[src/logic/bfd_pkg.sv]
package bfd_pkg;
  // Register offsets on the plain register port
  localparam logic [7:0] BFD_OFS_STRING_FAULT_FLAGS = 8'h12;
  localparam logic [7:0] BFD_OFS_SEQUENCER_STATE_VIEW = 8'h14;
  localparam logic [7:0] BFD_OFS_MEASURED_DIMMING_DUTY = 8'h16;
  localparam logic [7:0] BFD_OFS_APPLIED_DIMMING_DUTY = 8'h18;
  localparam logic [7:0] BFD_OFS_IRQ_STATUS = 8'h20;
  localparam logic [7:0] BFD_OFS_IRQ_MASK = 8'h22;
  // Field positions in string_fault_flags
  localparam int BFD_BIT_BUS_TIMEOUT_FLAG = 14;
  localparam int BFD_BIT_BUS_TIMEOUT_ACK = 13;
  localparam int BFD_BIT_BAD_STRING_CFG_FLAG = 12;
  localparam int BFD_BIT_BAD_STRING_CFG_ACK = 11;
  localparam int BFD_BIT_COMBINED_FLAG = 10;
  localparam int BFD_BIT_COMBINED_ACK = 9;
  localparam int BFD_BIT_GROUNDED = 8;
  localparam int BFD_BIT_SHORTED = 7;
  localparam int BFD_BIT_OPEN = 6;
  localparam int BFD_BIT_CHANNEL_LSB = 0;
  localparam int BFD_STATE_WIDTH = 5;
  localparam int BFD_NUM_EVENTS = 3;
  // Reset values
  localparam logic [15:0] BFD_RST_REG = 16'h0000;
  localparam logic [2:0] BFD_RST_EVENTS = 3'h0;
  // Sequencer state codes
  localparam logic [4:0] BFD_SEQ_DISABLED = 5'h00;
  localparam logic [4:0] BFD_SEQ_REGULATOR_POWERUP = 5'h01;
  localparam logic [4:0] BFD_SEQ_FUSE_LOAD = 5'h02;
  localparam logic [4:0] BFD_SEQ_STANDBY = 5'h03;
  localparam logic [4:0] BFD_SEQ_CONVERTER_RAMPUP_FIRST = 5'h04;
  localparam logic [4:0] BFD_SEQ_CONVERTER_RAMPUP_LAST = 5'h0f;
  localparam logic [4:0] BFD_SEQ_NORMAL = 5'h10;
  localparam logic [4:0] BFD_SEQ_SHUTDOWN = 5'h11;
  localparam logic [4:0] BFD_SEQ_FAULT_RETRY = 5'h12;
  localparam logic [4:0] BFD_SEQ_EVERY_STRING_FAILED = 5'h13;
endpackage : bfd_pkg

[src/logic/bfd_regs.sv]
// Local design decision: the address-and-strobe port.
`timescale 1ns/1ps
module bfd_regs
  import bfd_pkg::*;
#(
  parameter int ADDR_WIDTH = 8,
  parameter int CHANNELS = 4
)
(
  input wire logic mclk_i,
  input wire logic rst_i,
  input wire logic [ADDR_WIDTH-1:0] reg_addr_i,
  input wire logic [15:0] reg_wdata_i,
  input wire logic reg_write_i,
  input wire logic reg_read_i,
  input wire logic bus_timeout_fault_i,
  input wire logic bad_string_cfg_fault_i,
  input wire logic grounded_string_i,
  input wire logic shorted_string_fault_i,
  input wire logic open_string_fault_i,
  input wire logic [CHANNELS-1:0] channel_fault_i,
  input wire logic [BFD_STATE_WIDTH-1:0] sequencer_state_i,
  input wire logic [15:0] measured_duty_i,
  input wire logic [15:0] applied_duty_i,
  output logic [15:0] reg_rdata_o,
  output logic fault_pin_o,
  output logic irq_o
);

  // Sizes the logic refuses: the flag word is laid out for exactly four channels in bits 3:0,
  // and the port takes at least eight address bits, though the offsets fit in six
  if (CHANNELS != 4)
  begin : g_bad_channels
    $error("bfd_regs: CHANNELS must be 4");
  end
  if (ADDR_WIDTH < 8)
  begin : g_bad_addr
    $error("bfd_regs: ADDR_WIDTH must be at least 8");
  end

  // How the group behaves, in brief:
  // - three latched faults (bus timeout, bad string set-up, combined string fault)
  //   each sit beside an ack bit; a write clears a fault only when it carries both
  // - a write with just one of the pair does nothing, so a stray read-modify-write
  //   that copies a set flag back without its ack cannot clear it by accident
  // - a fault input still high in the clear cycle keeps its flag set; the source
  //   wins so that a persisting fault is never lost
  // - shorted and open detail bits latch like the combined flag and drop only on its clear write
  // - the grounded bit, channel bits, sequencer code and both duties are live views,
  //   sampled once, so a read shows the input as it stood one cycle earlier
  // - fault_pin_o is the OR of the three latched faults and ignores the mask
  // - irq_o comes from a sticky status word set on each rising flag edge, gated by
  //   a mask; a status read clears it, but an edge in that same cycle survives
  // - every register, live views included, resets to zero

  // Latched fault flags and their detail bits
  logic bus_timeout_flag;
  logic bad_string_cfg_flag;
  logic combined_string_fault_flag;
  logic shorted_string_flag;
  logic open_string_flag;
  // Live views, sampled once
  logic [CHANNELS-1:0] channel_fault;
  logic grounded_string_flag;
  logic [BFD_STATE_WIDTH-1:0] sequencer_state;
  logic [15:0] measured_duty;
  logic [15:0] applied_duty;
  // Interrupt state and read data
  logic [BFD_NUM_EVENTS-1:0] irq_status;
  logic [BFD_NUM_EVENTS-1:0] irq_mask;
  logic [15:0] rdata;

  // Next values, one per register
  logic next_bus_timeout_flag;
  logic next_bad_string_cfg_flag;
  logic next_combined_string_fault_flag;
  logic next_shorted_string_flag;
  logic next_open_string_flag;
  logic [CHANNELS-1:0] next_channel_fault;
  logic next_grounded_string_flag;
  logic [BFD_STATE_WIDTH-1:0] next_sequencer_state;
  logic [15:0] next_measured_duty;
  logic [15:0] next_applied_duty;
  logic [BFD_NUM_EVENTS-1:0] next_irq_status;
  logic [BFD_NUM_EVENTS-1:0] next_irq_mask;
  logic [15:0] next_rdata;

  // Decoded strobes and edge detection
  logic flags_write;
  logic clr_timeout;
  logic clr_bad_cfg;
  logic clr_combined;
  logic any_string_fault;
  logic [BFD_NUM_EVENTS-1:0] events;
  logic irq_mask_write;
  logic irq_status_read;
  // Offsets at the port's address width
  logic [ADDR_WIDTH-1:0] ofs_flags;
  logic [ADDR_WIDTH-1:0] ofs_state;
  logic [ADDR_WIDTH-1:0] ofs_meas;
  logic [ADDR_WIDTH-1:0] ofs_appl;
  logic [ADDR_WIDTH-1:0] ofs_irq_st;
  logic [ADDR_WIDTH-1:0] ofs_irq_mk;

  // Offsets widened once to the address width
  assign ofs_flags = ADDR_WIDTH'(BFD_OFS_STRING_FAULT_FLAGS);
  assign ofs_state = ADDR_WIDTH'(BFD_OFS_SEQUENCER_STATE_VIEW);
  assign ofs_meas = ADDR_WIDTH'(BFD_OFS_MEASURED_DIMMING_DUTY);
  assign ofs_appl = ADDR_WIDTH'(BFD_OFS_APPLIED_DIMMING_DUTY);
  assign ofs_irq_st = ADDR_WIDTH'(BFD_OFS_IRQ_STATUS);
  assign ofs_irq_mk = ADDR_WIDTH'(BFD_OFS_IRQ_MASK);

  // Clear needs the flag bit and its ack bit in one write
  assign flags_write = reg_write_i && (reg_addr_i == ofs_flags);
  assign clr_timeout = flags_write && reg_wdata_i[BFD_BIT_BUS_TIMEOUT_FLAG]
                       && reg_wdata_i[BFD_BIT_BUS_TIMEOUT_ACK];
  assign clr_bad_cfg = flags_write && reg_wdata_i[BFD_BIT_BAD_STRING_CFG_FLAG]
                       && reg_wdata_i[BFD_BIT_BAD_STRING_CFG_ACK];
  assign clr_combined = flags_write && reg_wdata_i[BFD_BIT_COMBINED_FLAG]
                        && reg_wdata_i[BFD_BIT_COMBINED_ACK];
  assign any_string_fault = open_string_fault_i || shorted_string_fault_i || grounded_string_i;
  // Rising edges of the latched flags feed the sticky interrupt status
  assign events = {next_combined_string_fault_flag && !combined_string_fault_flag,
                   next_bad_string_cfg_flag && !bad_string_cfg_flag,
                   next_bus_timeout_flag && !bus_timeout_flag};

  // Bus timeout latch; a fault present in the clear cycle wins over the clear,
  // since dropping a fault that is still there would hide it from the host
  always_comb
  begin
    next_bus_timeout_flag = bus_timeout_fault_i || (bus_timeout_flag && !clr_timeout);
  end

  // Bus timeout register
  always_ff @(posedge mclk_i)
  begin
    if (rst_i)
    begin
      bus_timeout_flag <= 1'b0;
    end
    else
    begin
      bus_timeout_flag <= next_bus_timeout_flag;
    end
  end

  // Bad string set-up latch; same priority of fault over clear
  always_comb
  begin
    next_bad_string_cfg_flag = bad_string_cfg_fault_i || (bad_string_cfg_flag && !clr_bad_cfg);
  end

  // Bad string set-up register
  always_ff @(posedge mclk_i)
  begin
    if (rst_i)
    begin
      bad_string_cfg_flag <= 1'b0;
    end
    else
    begin
      bad_string_cfg_flag <= next_bad_string_cfg_flag;
    end
  end

  // Combined string fault and its detail bits; the details share one clear,
  // so software can read which kind of fault it was until it acks the summary
  always_comb
  begin
    next_combined_string_fault_flag = any_string_fault
                                      || (combined_string_fault_flag && !clr_combined);
    next_shorted_string_flag = shorted_string_fault_i || (shorted_string_flag && !clr_combined);
    next_open_string_flag = open_string_fault_i || (open_string_flag && !clr_combined);
  end

  // Combined string fault registers
  always_ff @(posedge mclk_i)
  begin
    if (rst_i)
    begin
      combined_string_fault_flag <= 1'b0;
      shorted_string_flag <= 1'b0;
      open_string_flag <= 1'b0;
    end
    else
    begin
      combined_string_fault_flag <= next_combined_string_fault_flag;
      shorted_string_flag <= next_shorted_string_flag;
      open_string_flag <= next_open_string_flag;
    end
  end

  // Live views; one sampling stage, so reads lag the inputs by a cycle
  always_comb
  begin
    next_grounded_string_flag = grounded_string_i;
    next_channel_fault = channel_fault_i;
    next_sequencer_state = sequencer_state_i;
    next_measured_duty = measured_duty_i;
    next_applied_duty = applied_duty_i;
  end

  // Live view registers
  always_ff @(posedge mclk_i)
  begin
    if (rst_i)
    begin
      grounded_string_flag <= 1'b0;
      channel_fault <= '0;
      sequencer_state <= '0;
      measured_duty <= BFD_RST_REG;
      applied_duty <= BFD_RST_REG;
    end
    else
    begin
      grounded_string_flag <= next_grounded_string_flag;
      channel_fault <= next_channel_fault;
      sequencer_state <= next_sequencer_state;
      measured_duty <= next_measured_duty;
      applied_duty <= next_applied_duty;
    end
  end

  // Interrupt register strobes
  assign irq_mask_write = reg_write_i && (reg_addr_i == ofs_irq_mk);
  assign irq_status_read = reg_read_i && (reg_addr_i == ofs_irq_st);

  // Interrupt mask; plain read/write, only the low event bits are kept
  always_comb
  begin
    next_irq_mask = irq_mask;
    if (irq_mask_write)
      next_irq_mask = reg_wdata_i[BFD_NUM_EVENTS-1:0];
  end

  // Interrupt mask register
  always_ff @(posedge mclk_i)
  begin
    if (rst_i)
    begin
      irq_mask <= BFD_RST_EVENTS;
    end
    else
    begin
      irq_mask <= next_irq_mask;
    end
  end

  // Interrupt status; a read clears it, but an event in the same cycle wins,
  // otherwise a fault arriving under the read would never raise the line
  always_comb
  begin
    next_irq_status = irq_status;
    if (irq_status_read)
      next_irq_status = BFD_RST_EVENTS;
    next_irq_status = next_irq_status | events;
  end

  // Interrupt status register
  always_ff @(posedge mclk_i)
  begin
    if (rst_i)
    begin
      irq_status <= BFD_RST_EVENTS;
    end
    else
    begin
      irq_status <= next_irq_status;
    end
  end

  // Read mux; reserved and unmapped bits read as zero
  always_comb
  begin
    next_rdata = BFD_RST_REG;
    if (reg_read_i)
    begin
      case (reg_addr_i)
        ofs_flags:
        begin
          next_rdata[BFD_BIT_BUS_TIMEOUT_FLAG] = bus_timeout_flag;
          next_rdata[BFD_BIT_BAD_STRING_CFG_FLAG] = bad_string_cfg_flag;
          next_rdata[BFD_BIT_COMBINED_FLAG] = combined_string_fault_flag;
          next_rdata[BFD_BIT_GROUNDED] = grounded_string_flag;
          next_rdata[BFD_BIT_SHORTED] = shorted_string_flag;
          next_rdata[BFD_BIT_OPEN] = open_string_flag;
          next_rdata[BFD_BIT_CHANNEL_LSB +: CHANNELS] = channel_fault;
        end
        ofs_state: next_rdata[BFD_STATE_WIDTH-1:0] = sequencer_state;
        ofs_meas: next_rdata = measured_duty;
        ofs_appl: next_rdata = applied_duty;
        ofs_irq_st: next_rdata[BFD_NUM_EVENTS-1:0] = irq_status;
        ofs_irq_mk: next_rdata[BFD_NUM_EVENTS-1:0] = irq_mask;
        default: next_rdata = BFD_RST_REG;
      endcase
    end
  end

  // Read data register; zero outside the cycle after a read strobe,
  // so a host that samples late sees zero rather than stale data
  always_ff @(posedge mclk_i)
  begin
    if (rst_i)
    begin
      rdata <= BFD_RST_REG;
    end
    else
    begin
      rdata <= next_rdata;
    end
  end

  // Outputs: fault pin follows latched flags, irq gated by mask;
  // both are gates over registered flags only, with no path from the inputs
  assign reg_rdata_o = rdata;
  assign fault_pin_o = bus_timeout_flag || bad_string_cfg_flag || combined_string_fault_flag;
  assign irq_o = |(irq_status & irq_mask);

endmodule : bfd_regs

[config.mk]
export PLATFORM = sky130hd
export DESIGN_NAME = bfd_regs
export DESIGN_NICKNAME = d
export VERILOG_FILES = /design/src/logic/bfd_pkg.sv /design/src/logic/bfd_regs.sv
export SDC_FILE = /design/constraint.sdc
export NUM_CORES = 1
export LEC_CHECK = 0
export BUFFER_PORTS_ARGS = -buffer_cell sky130_fd_sc_hd__buf_4
export CORE_AREA = 2 2 75 77
export DETAILED_ROUTE_END_ITERATION = 7
export DIE_AREA = 0 0 77 79
export PLACE_DENSITY = 0.77
export SETUP_SLACK_MARGIN = 0.15
export SYNTH_ARGS = -nofsm -noshare
export SYNTH_HDL_FRONTEND = slang
export SYNTH_SLANG_ARGS = --single-unit
[constraint.sdc]
create_clock -name mclk_i -period 1.6 [get_ports mclk_i]
set_input_delay 0.16 -clock mclk_i [delete_from_list [all_inputs] [get_ports mclk_i]]
set_output_delay 0.16 -clock mclk_i [all_outputs]
set_load 0.01 [all_outputs]
# After elaboration in Yosys (flattened, before gate mapping)
# Cells that the tools add are included.
dict set report word_totals {
  input_bits 74
  reg_bits 69
  output_inout_bits 18
}
dict set report op_classes {
  n_reduce_logical 36
  mux 40
  eq_ne 6
  bitwise 3
}
# op count
set ops {}
lappend ops {{two-way mux 3 bit} 11}
lappend ops {{equality test 8 x 5 -> 1 bit (second input constant)} 4}
lappend ops {{two-way mux 1 bit} 29}
lappend ops {{logical AND 1 bit} 17}
lappend ops {{equality test 8 x 6 -> 1 bit (second input constant)} 2}
lappend ops {{logical OR 1 bit} 9}
lappend ops {{logical NOT 1 bit} 6}
lappend ops {{OR reduction 3 bit} 2}
lappend ops {{OR reduction 4 bit} 1}
lappend ops {{AND 3 bit} 1}
lappend ops {{bitwise OR 3 bit} 1}
lappend ops {{OR reduction 2 bit} 1}
lappend ops {{NOT 1 bit} 1}

# Depth between registers and ports, before layout
dict set report logic_depth {
  word_depth 9
  mapped_depth 6
  mapped_depth_nobuf 4
}

# Worst setup path after synthesis
# No wires, ideal clock.
dict set report synth_path {
  path_kind {input -> register}
  from {input reg_addr_i[0]}
  to {register rdata[10], in the netlist reg_rdata_o[10]}
  path_stages 4
  t_arrival_ps 1273
  setup_slack_ps 257
  required_ps 1530
  setup_time_ps 70
  path_cell_list {or3_4 -> or3_4 -> a21o_1 -> o2bb2ai_1}
}
dict set report synth_via {
  elab_chain_len 5
}
# item line_no
set synth_lines {}
lappend synth_lines {{start, declared} bfd_regs.sv:12} ;# input wire logic [ADDR_WIDTH-1:0] reg_addr_i,
lappend synth_lines {{equality test 8 x 5 -> 1 bit} bfd_regs.sv:278} ;# case (reg_addr_i)
lappend synth_lines {{two-way mux 1 bit (3 in series)} bfd_regs.sv:278}
lappend synth_lines {{two-way mux 1 bit *} bfd_regs.sv:278}
lappend synth_lines {{end signal, assigned} bfd_regs.sv:309} ;# rdata <= next_rdata;
lappend synth_lines {{end, declared} bfd_regs.sv:71} ;# logic [15:0] rdata;
# Mark *: on every way between the ends. The rest lies on a longest branch, timed or not.
# A chain may end at the register's enable or synchronous reset.

# Worst setup path in the final report
dict set report layout_path {
  from {register irq_status[0]}
  to {output irq_o}
}
dict set report layout_via {
  elab_chain_len 2
}
# item line_no
set layout_lines {}
lappend layout_lines {{start, declared} bfd_regs.sv:69} ;# logic [BFD_NUM_EVENTS-1:0] irq_status;
lappend layout_lines {{start signal, assigned} bfd_regs.sv:268} ;# irq_status <= next_irq_status;
lappend layout_lines {{AND 3 bit} bfd_regs.sv:317} ;# assign irq_o = |(irq_status & irq_mask);
lappend layout_lines {{OR reduction 3 bit} bfd_regs.sv:317}
lappend layout_lines {{end, declared} bfd_regs.sv:27} ;# output logic irq_o
# Every way passes these cells.

==> flow_metrics.env <==
export IMPL_min_from="applied_duty_i[9]"
export IMPL_io_pins=92
export IMPL_cp_max_fo=3
export IMPL_synth_distinct_cells=35
export IMPL_hold_viol_final=0
export IMPL_cts_setup_buffers=0
export IMPL_crit_type="reg -> out"
export IMPL_routedWlPerCell_um=13.2
export IMPL_synth_edff_count=0
export IMPL_hold_path_depth=2
export IMPL_cts_num_sinks=69
export IMPL_clockRootBuffer="clkbuf_8"
export IMPL_cp_startpoint="irq_status[0]"
export IMPL_p_sw_mw=0.724
export IMPL_antenna_found_initial=0
export IMPL_internal_power_mw=2.65
export IMPL_p_total_mw=3.37
export IMPL_p_leak_nw=1.48
export IMPL_ys_seq_elements=69
export IMPL_numCtsBuffers=9
export IMPL_ctsResizeCount=0
export IMPL_core_region_area_mm2=0.00534
export IMPL_pwr_share_seq=0.539
export IMPL_nets=404
export IMPL_ys_seq_area_frac=0.562
export IMPL_hp_class="in -> reg"
export IMPL_max_freq_mhz=717
export IMPL_switching_share=0.215
export IMPL_tns_ns=0
export IMPL_drtPass1Iterations=4
export IMPL_synth_async_reset_ratio=0
export IMPL_r2r_start="irq_status[1]"
export IMPL_grt_usage=0.184
export IMPL_p_comb_frac=0.088
export IMPL_grt_max_degree=55
export IMPL_syn_avg_cell_area_um2=10.4
export IMPL_tightest_slew_ns=0.511
export IMPL_port_buffer_count=84
export IMPL_syn_inst=237
export IMPL_finalCritPeriodShare=0.872
export IMPL_synth_area_mm2=0.00246
export IMPL_setup_viol_count_final=0
export IMPL_synth_ff_type="dfxtp_1"
export IMPL_p_per_area_mw_per_mm2=1000
export IMPL_vdd_drop_max_mv=0.595
export IMPL_routed_wl_um=5370
export IMPL_htree_levels=3
export IMPL_drt_initial_drc_count=68
export IMPL_power_frac_clock=0.373
export IMPL_final_max_slew_violation_count=0
export IMPL_cts_tree="done"
export IMPL_cts_path_max_buffers=2
export IMPL_first_global_vias=1881
export IMPL_slew_headroom=0.659
export IMPL_die_y_um=79
export IMPL_fin_crit_ns=1.40
export IMPL_reg2reg_depth=4
export IMPL_grt_pass1_wl_um=8390
export IMPL_ys_warn_count=0
export IMPL_grt_overflow_total=0
export IMPL_start_util=0.461
export IMPL_cp_arrival_ns=1.24
export IMPL_routabilityCongestion=0.798
export IMPL_vias=1983
export IMPL_drv_cap=0
export IMPL_cts_clk_slew_worst_paths_ns=0.07
export IMPL_drive_gt1_frac=0.341
export IMPL_drtAntennaViolNets=0
export IMPL_endpoint_kind="output pin"
export IMPL_fin_ws_ns=0.205
export IMPL_rows=27
export IMPL_dp_hpwl_um=4030
export IMPL_diodes=0
export IMPL_vias_per_cell=4.88
export IMPL_syn_nets=311
export IMPL_required_ns=1.44
export IMPL_cts_hold_buf=0
export IMPL_area_delta_synth_final_pct=36.6
export IMPL_rsz0062_at_grt="no"
export IMPL_die_w_um=77
export IMPL_drc=0
export IMPL_worstSetupStartpointType="flip-flop"
export IMPL_die_area_mm2=0.00608
export IMPL_fin_skew_ns=0.00277
export IMPL_place_ws_ns=0.0459
export IMPL_clock_latency_ns=0.34
export IMPL_outcome="complete, no violations"
[state kept, by name, summed over array words and instances, names as in the netlist, 3 cells and up]
name             count
applied_duty        16
channel_fault        4
irq_mask             3
irq_status           3
measured_duty       16
reg_rdata_o         16
sequencer_state      5
[worst max-delay path: stages, from the launching register on]
cell,delay (ns)
dfxtp_1,0.32
a222oi_1,0.35
inv_1,0.08
buf_4,0.15
[through the flow]
stage	instance area (µm²)	hold slack, ns	cells	util
4_1_cts	3360	0.0199	406	0.629
2_1_floorplan	2460	0.277	237	-
3_3_place_gp	3180	0.374	391	0.596
5_1_grt	3360	0.0182	406	0.629
3_5_place_dp	3180	0.374	391	0.596
6_report	3360	0.0261	406	0.629
[cells in the final DEF, fill, tap and decap left out, types with 2 or more instances in the layout]
| master | instances |
|---|---|
| mux2i_1 | 7 |
| o2bb2ai_1 | 5 |
| nand3b_1 | 2 |
| dfxtp_1 | 69 |
| clkbuf_8 | 12 |
| nand3_1 | 3 |
| nand4_1 | 2 |
| clkbuf_1 | 2 |
| a22oi_1 | 12 |
| a21o_1 | 5 |
| inv_1 | 8 |
| nor2b_1 | 45 |
| o211ai_1 | 3 |
| a2bb2oi_1 | 2 |
| and3b_1 | 2 |
| a221oi_1 | 3 |
| nor3_1 | 6 |
| or3_4 | 2 |
| nand2_1 | 7 |
| o21ai_0 | 4 |
| nor2_1 | 15 |
| or2b_2 | 2 |
| a21oi_1 | 11 |
| buf_4 | 93 |
| and3_1 | 2 |
[worst paths after layout]
| kind | slack (ns) | endpoint |
|---|---|---|
| hold reg to reg | 0.44 | reg_rdata_o[3] |
| setup / recovery | 0.20 | irq_o |
| setup reg to reg | 0.58 | reg_rdata_o[1] |
| hold / removal | 0.03 | applied_duty[9] |
[logic make-up after synthesis]
group	Yosys count	synth area share
AND/OR/NAND/NOR	95	0.236
flip-flops	69	0.562
buffers and inverters	19	0.0387
AO/OA/AOI/OAI	46	0.131
XOR/XNOR	1	0.00356
multiplexers	7	0.0285
[power groups by stage]
stage / registers, mW / clock network, mW / logic [mW]
final: 1.82 / 1.26 / 0.297
after global routing: 1.82 / 1.36 / 0.327
after CTS: 1.82 / 1.28 / 0.300
after detailed placement: 1.86 / 0 / 0.298
after global placement: 1.85 / 0 / 0.290
after floorplan: 1.85 / 0 / 0.138
[Yosys cell counts (all sizes together) (2+ instances only)]
master / count / area share
dfxtp: 69 / 0.56
mux2i: 7 / 0.028
buf: 4 / 0.015
nand4: 2 / 0.0051
nand3: 3 / 0.0061
a21oi: 11 / 0.022
nand3b: 2 / 0.0061
o21ai: 4 / 0.0081
a221oi: 3 / 0.011
a21o: 5 / 0.015
nor2: 15 / 0.023
nand2: 7 / 0.011
or2b: 2 / 0.0071
and3b: 2 / 0.0071
nor3: 7 / 0.016
nor2b: 45 / 0.11
inv: 8 / 0.012
or3: 3 / 0.012
o2bb2ai: 5 / 0.018
and3: 2 / 0.0051
a2bb2oi: 2 / 0.0071
clkbuf: 7 / 0.011
o211ai: 3 / 0.0092
a22oi: 12 / 0.037
[layout make-up]
type | count | area (µm²)
Inverter | 8 | 30.0
Clock inverter | 1 | 5.00
Timing Repair Buffer | 93 | 698
Clock buffer | 14 | 173
Tap cell | 72 | 90.1
Sequential cell | 69 | 1380
Fill cell | 476 | 1980
Multi-Input combinational cell | 149 | 982
[per-layer routing]
metal / part of all wire / vias to the layer above / global-route usage
li1: - / 1002 / -
met1: 0.42 / 908 / 0.212
met2: 0.50 / 63 / 0.306
met3: 0.060 / 10 / 0.0591
met4: 0.023 / 0 / 0.0964
met5: 0 / - / 0
Note: power is estimated with default switching activity, not from simulation.
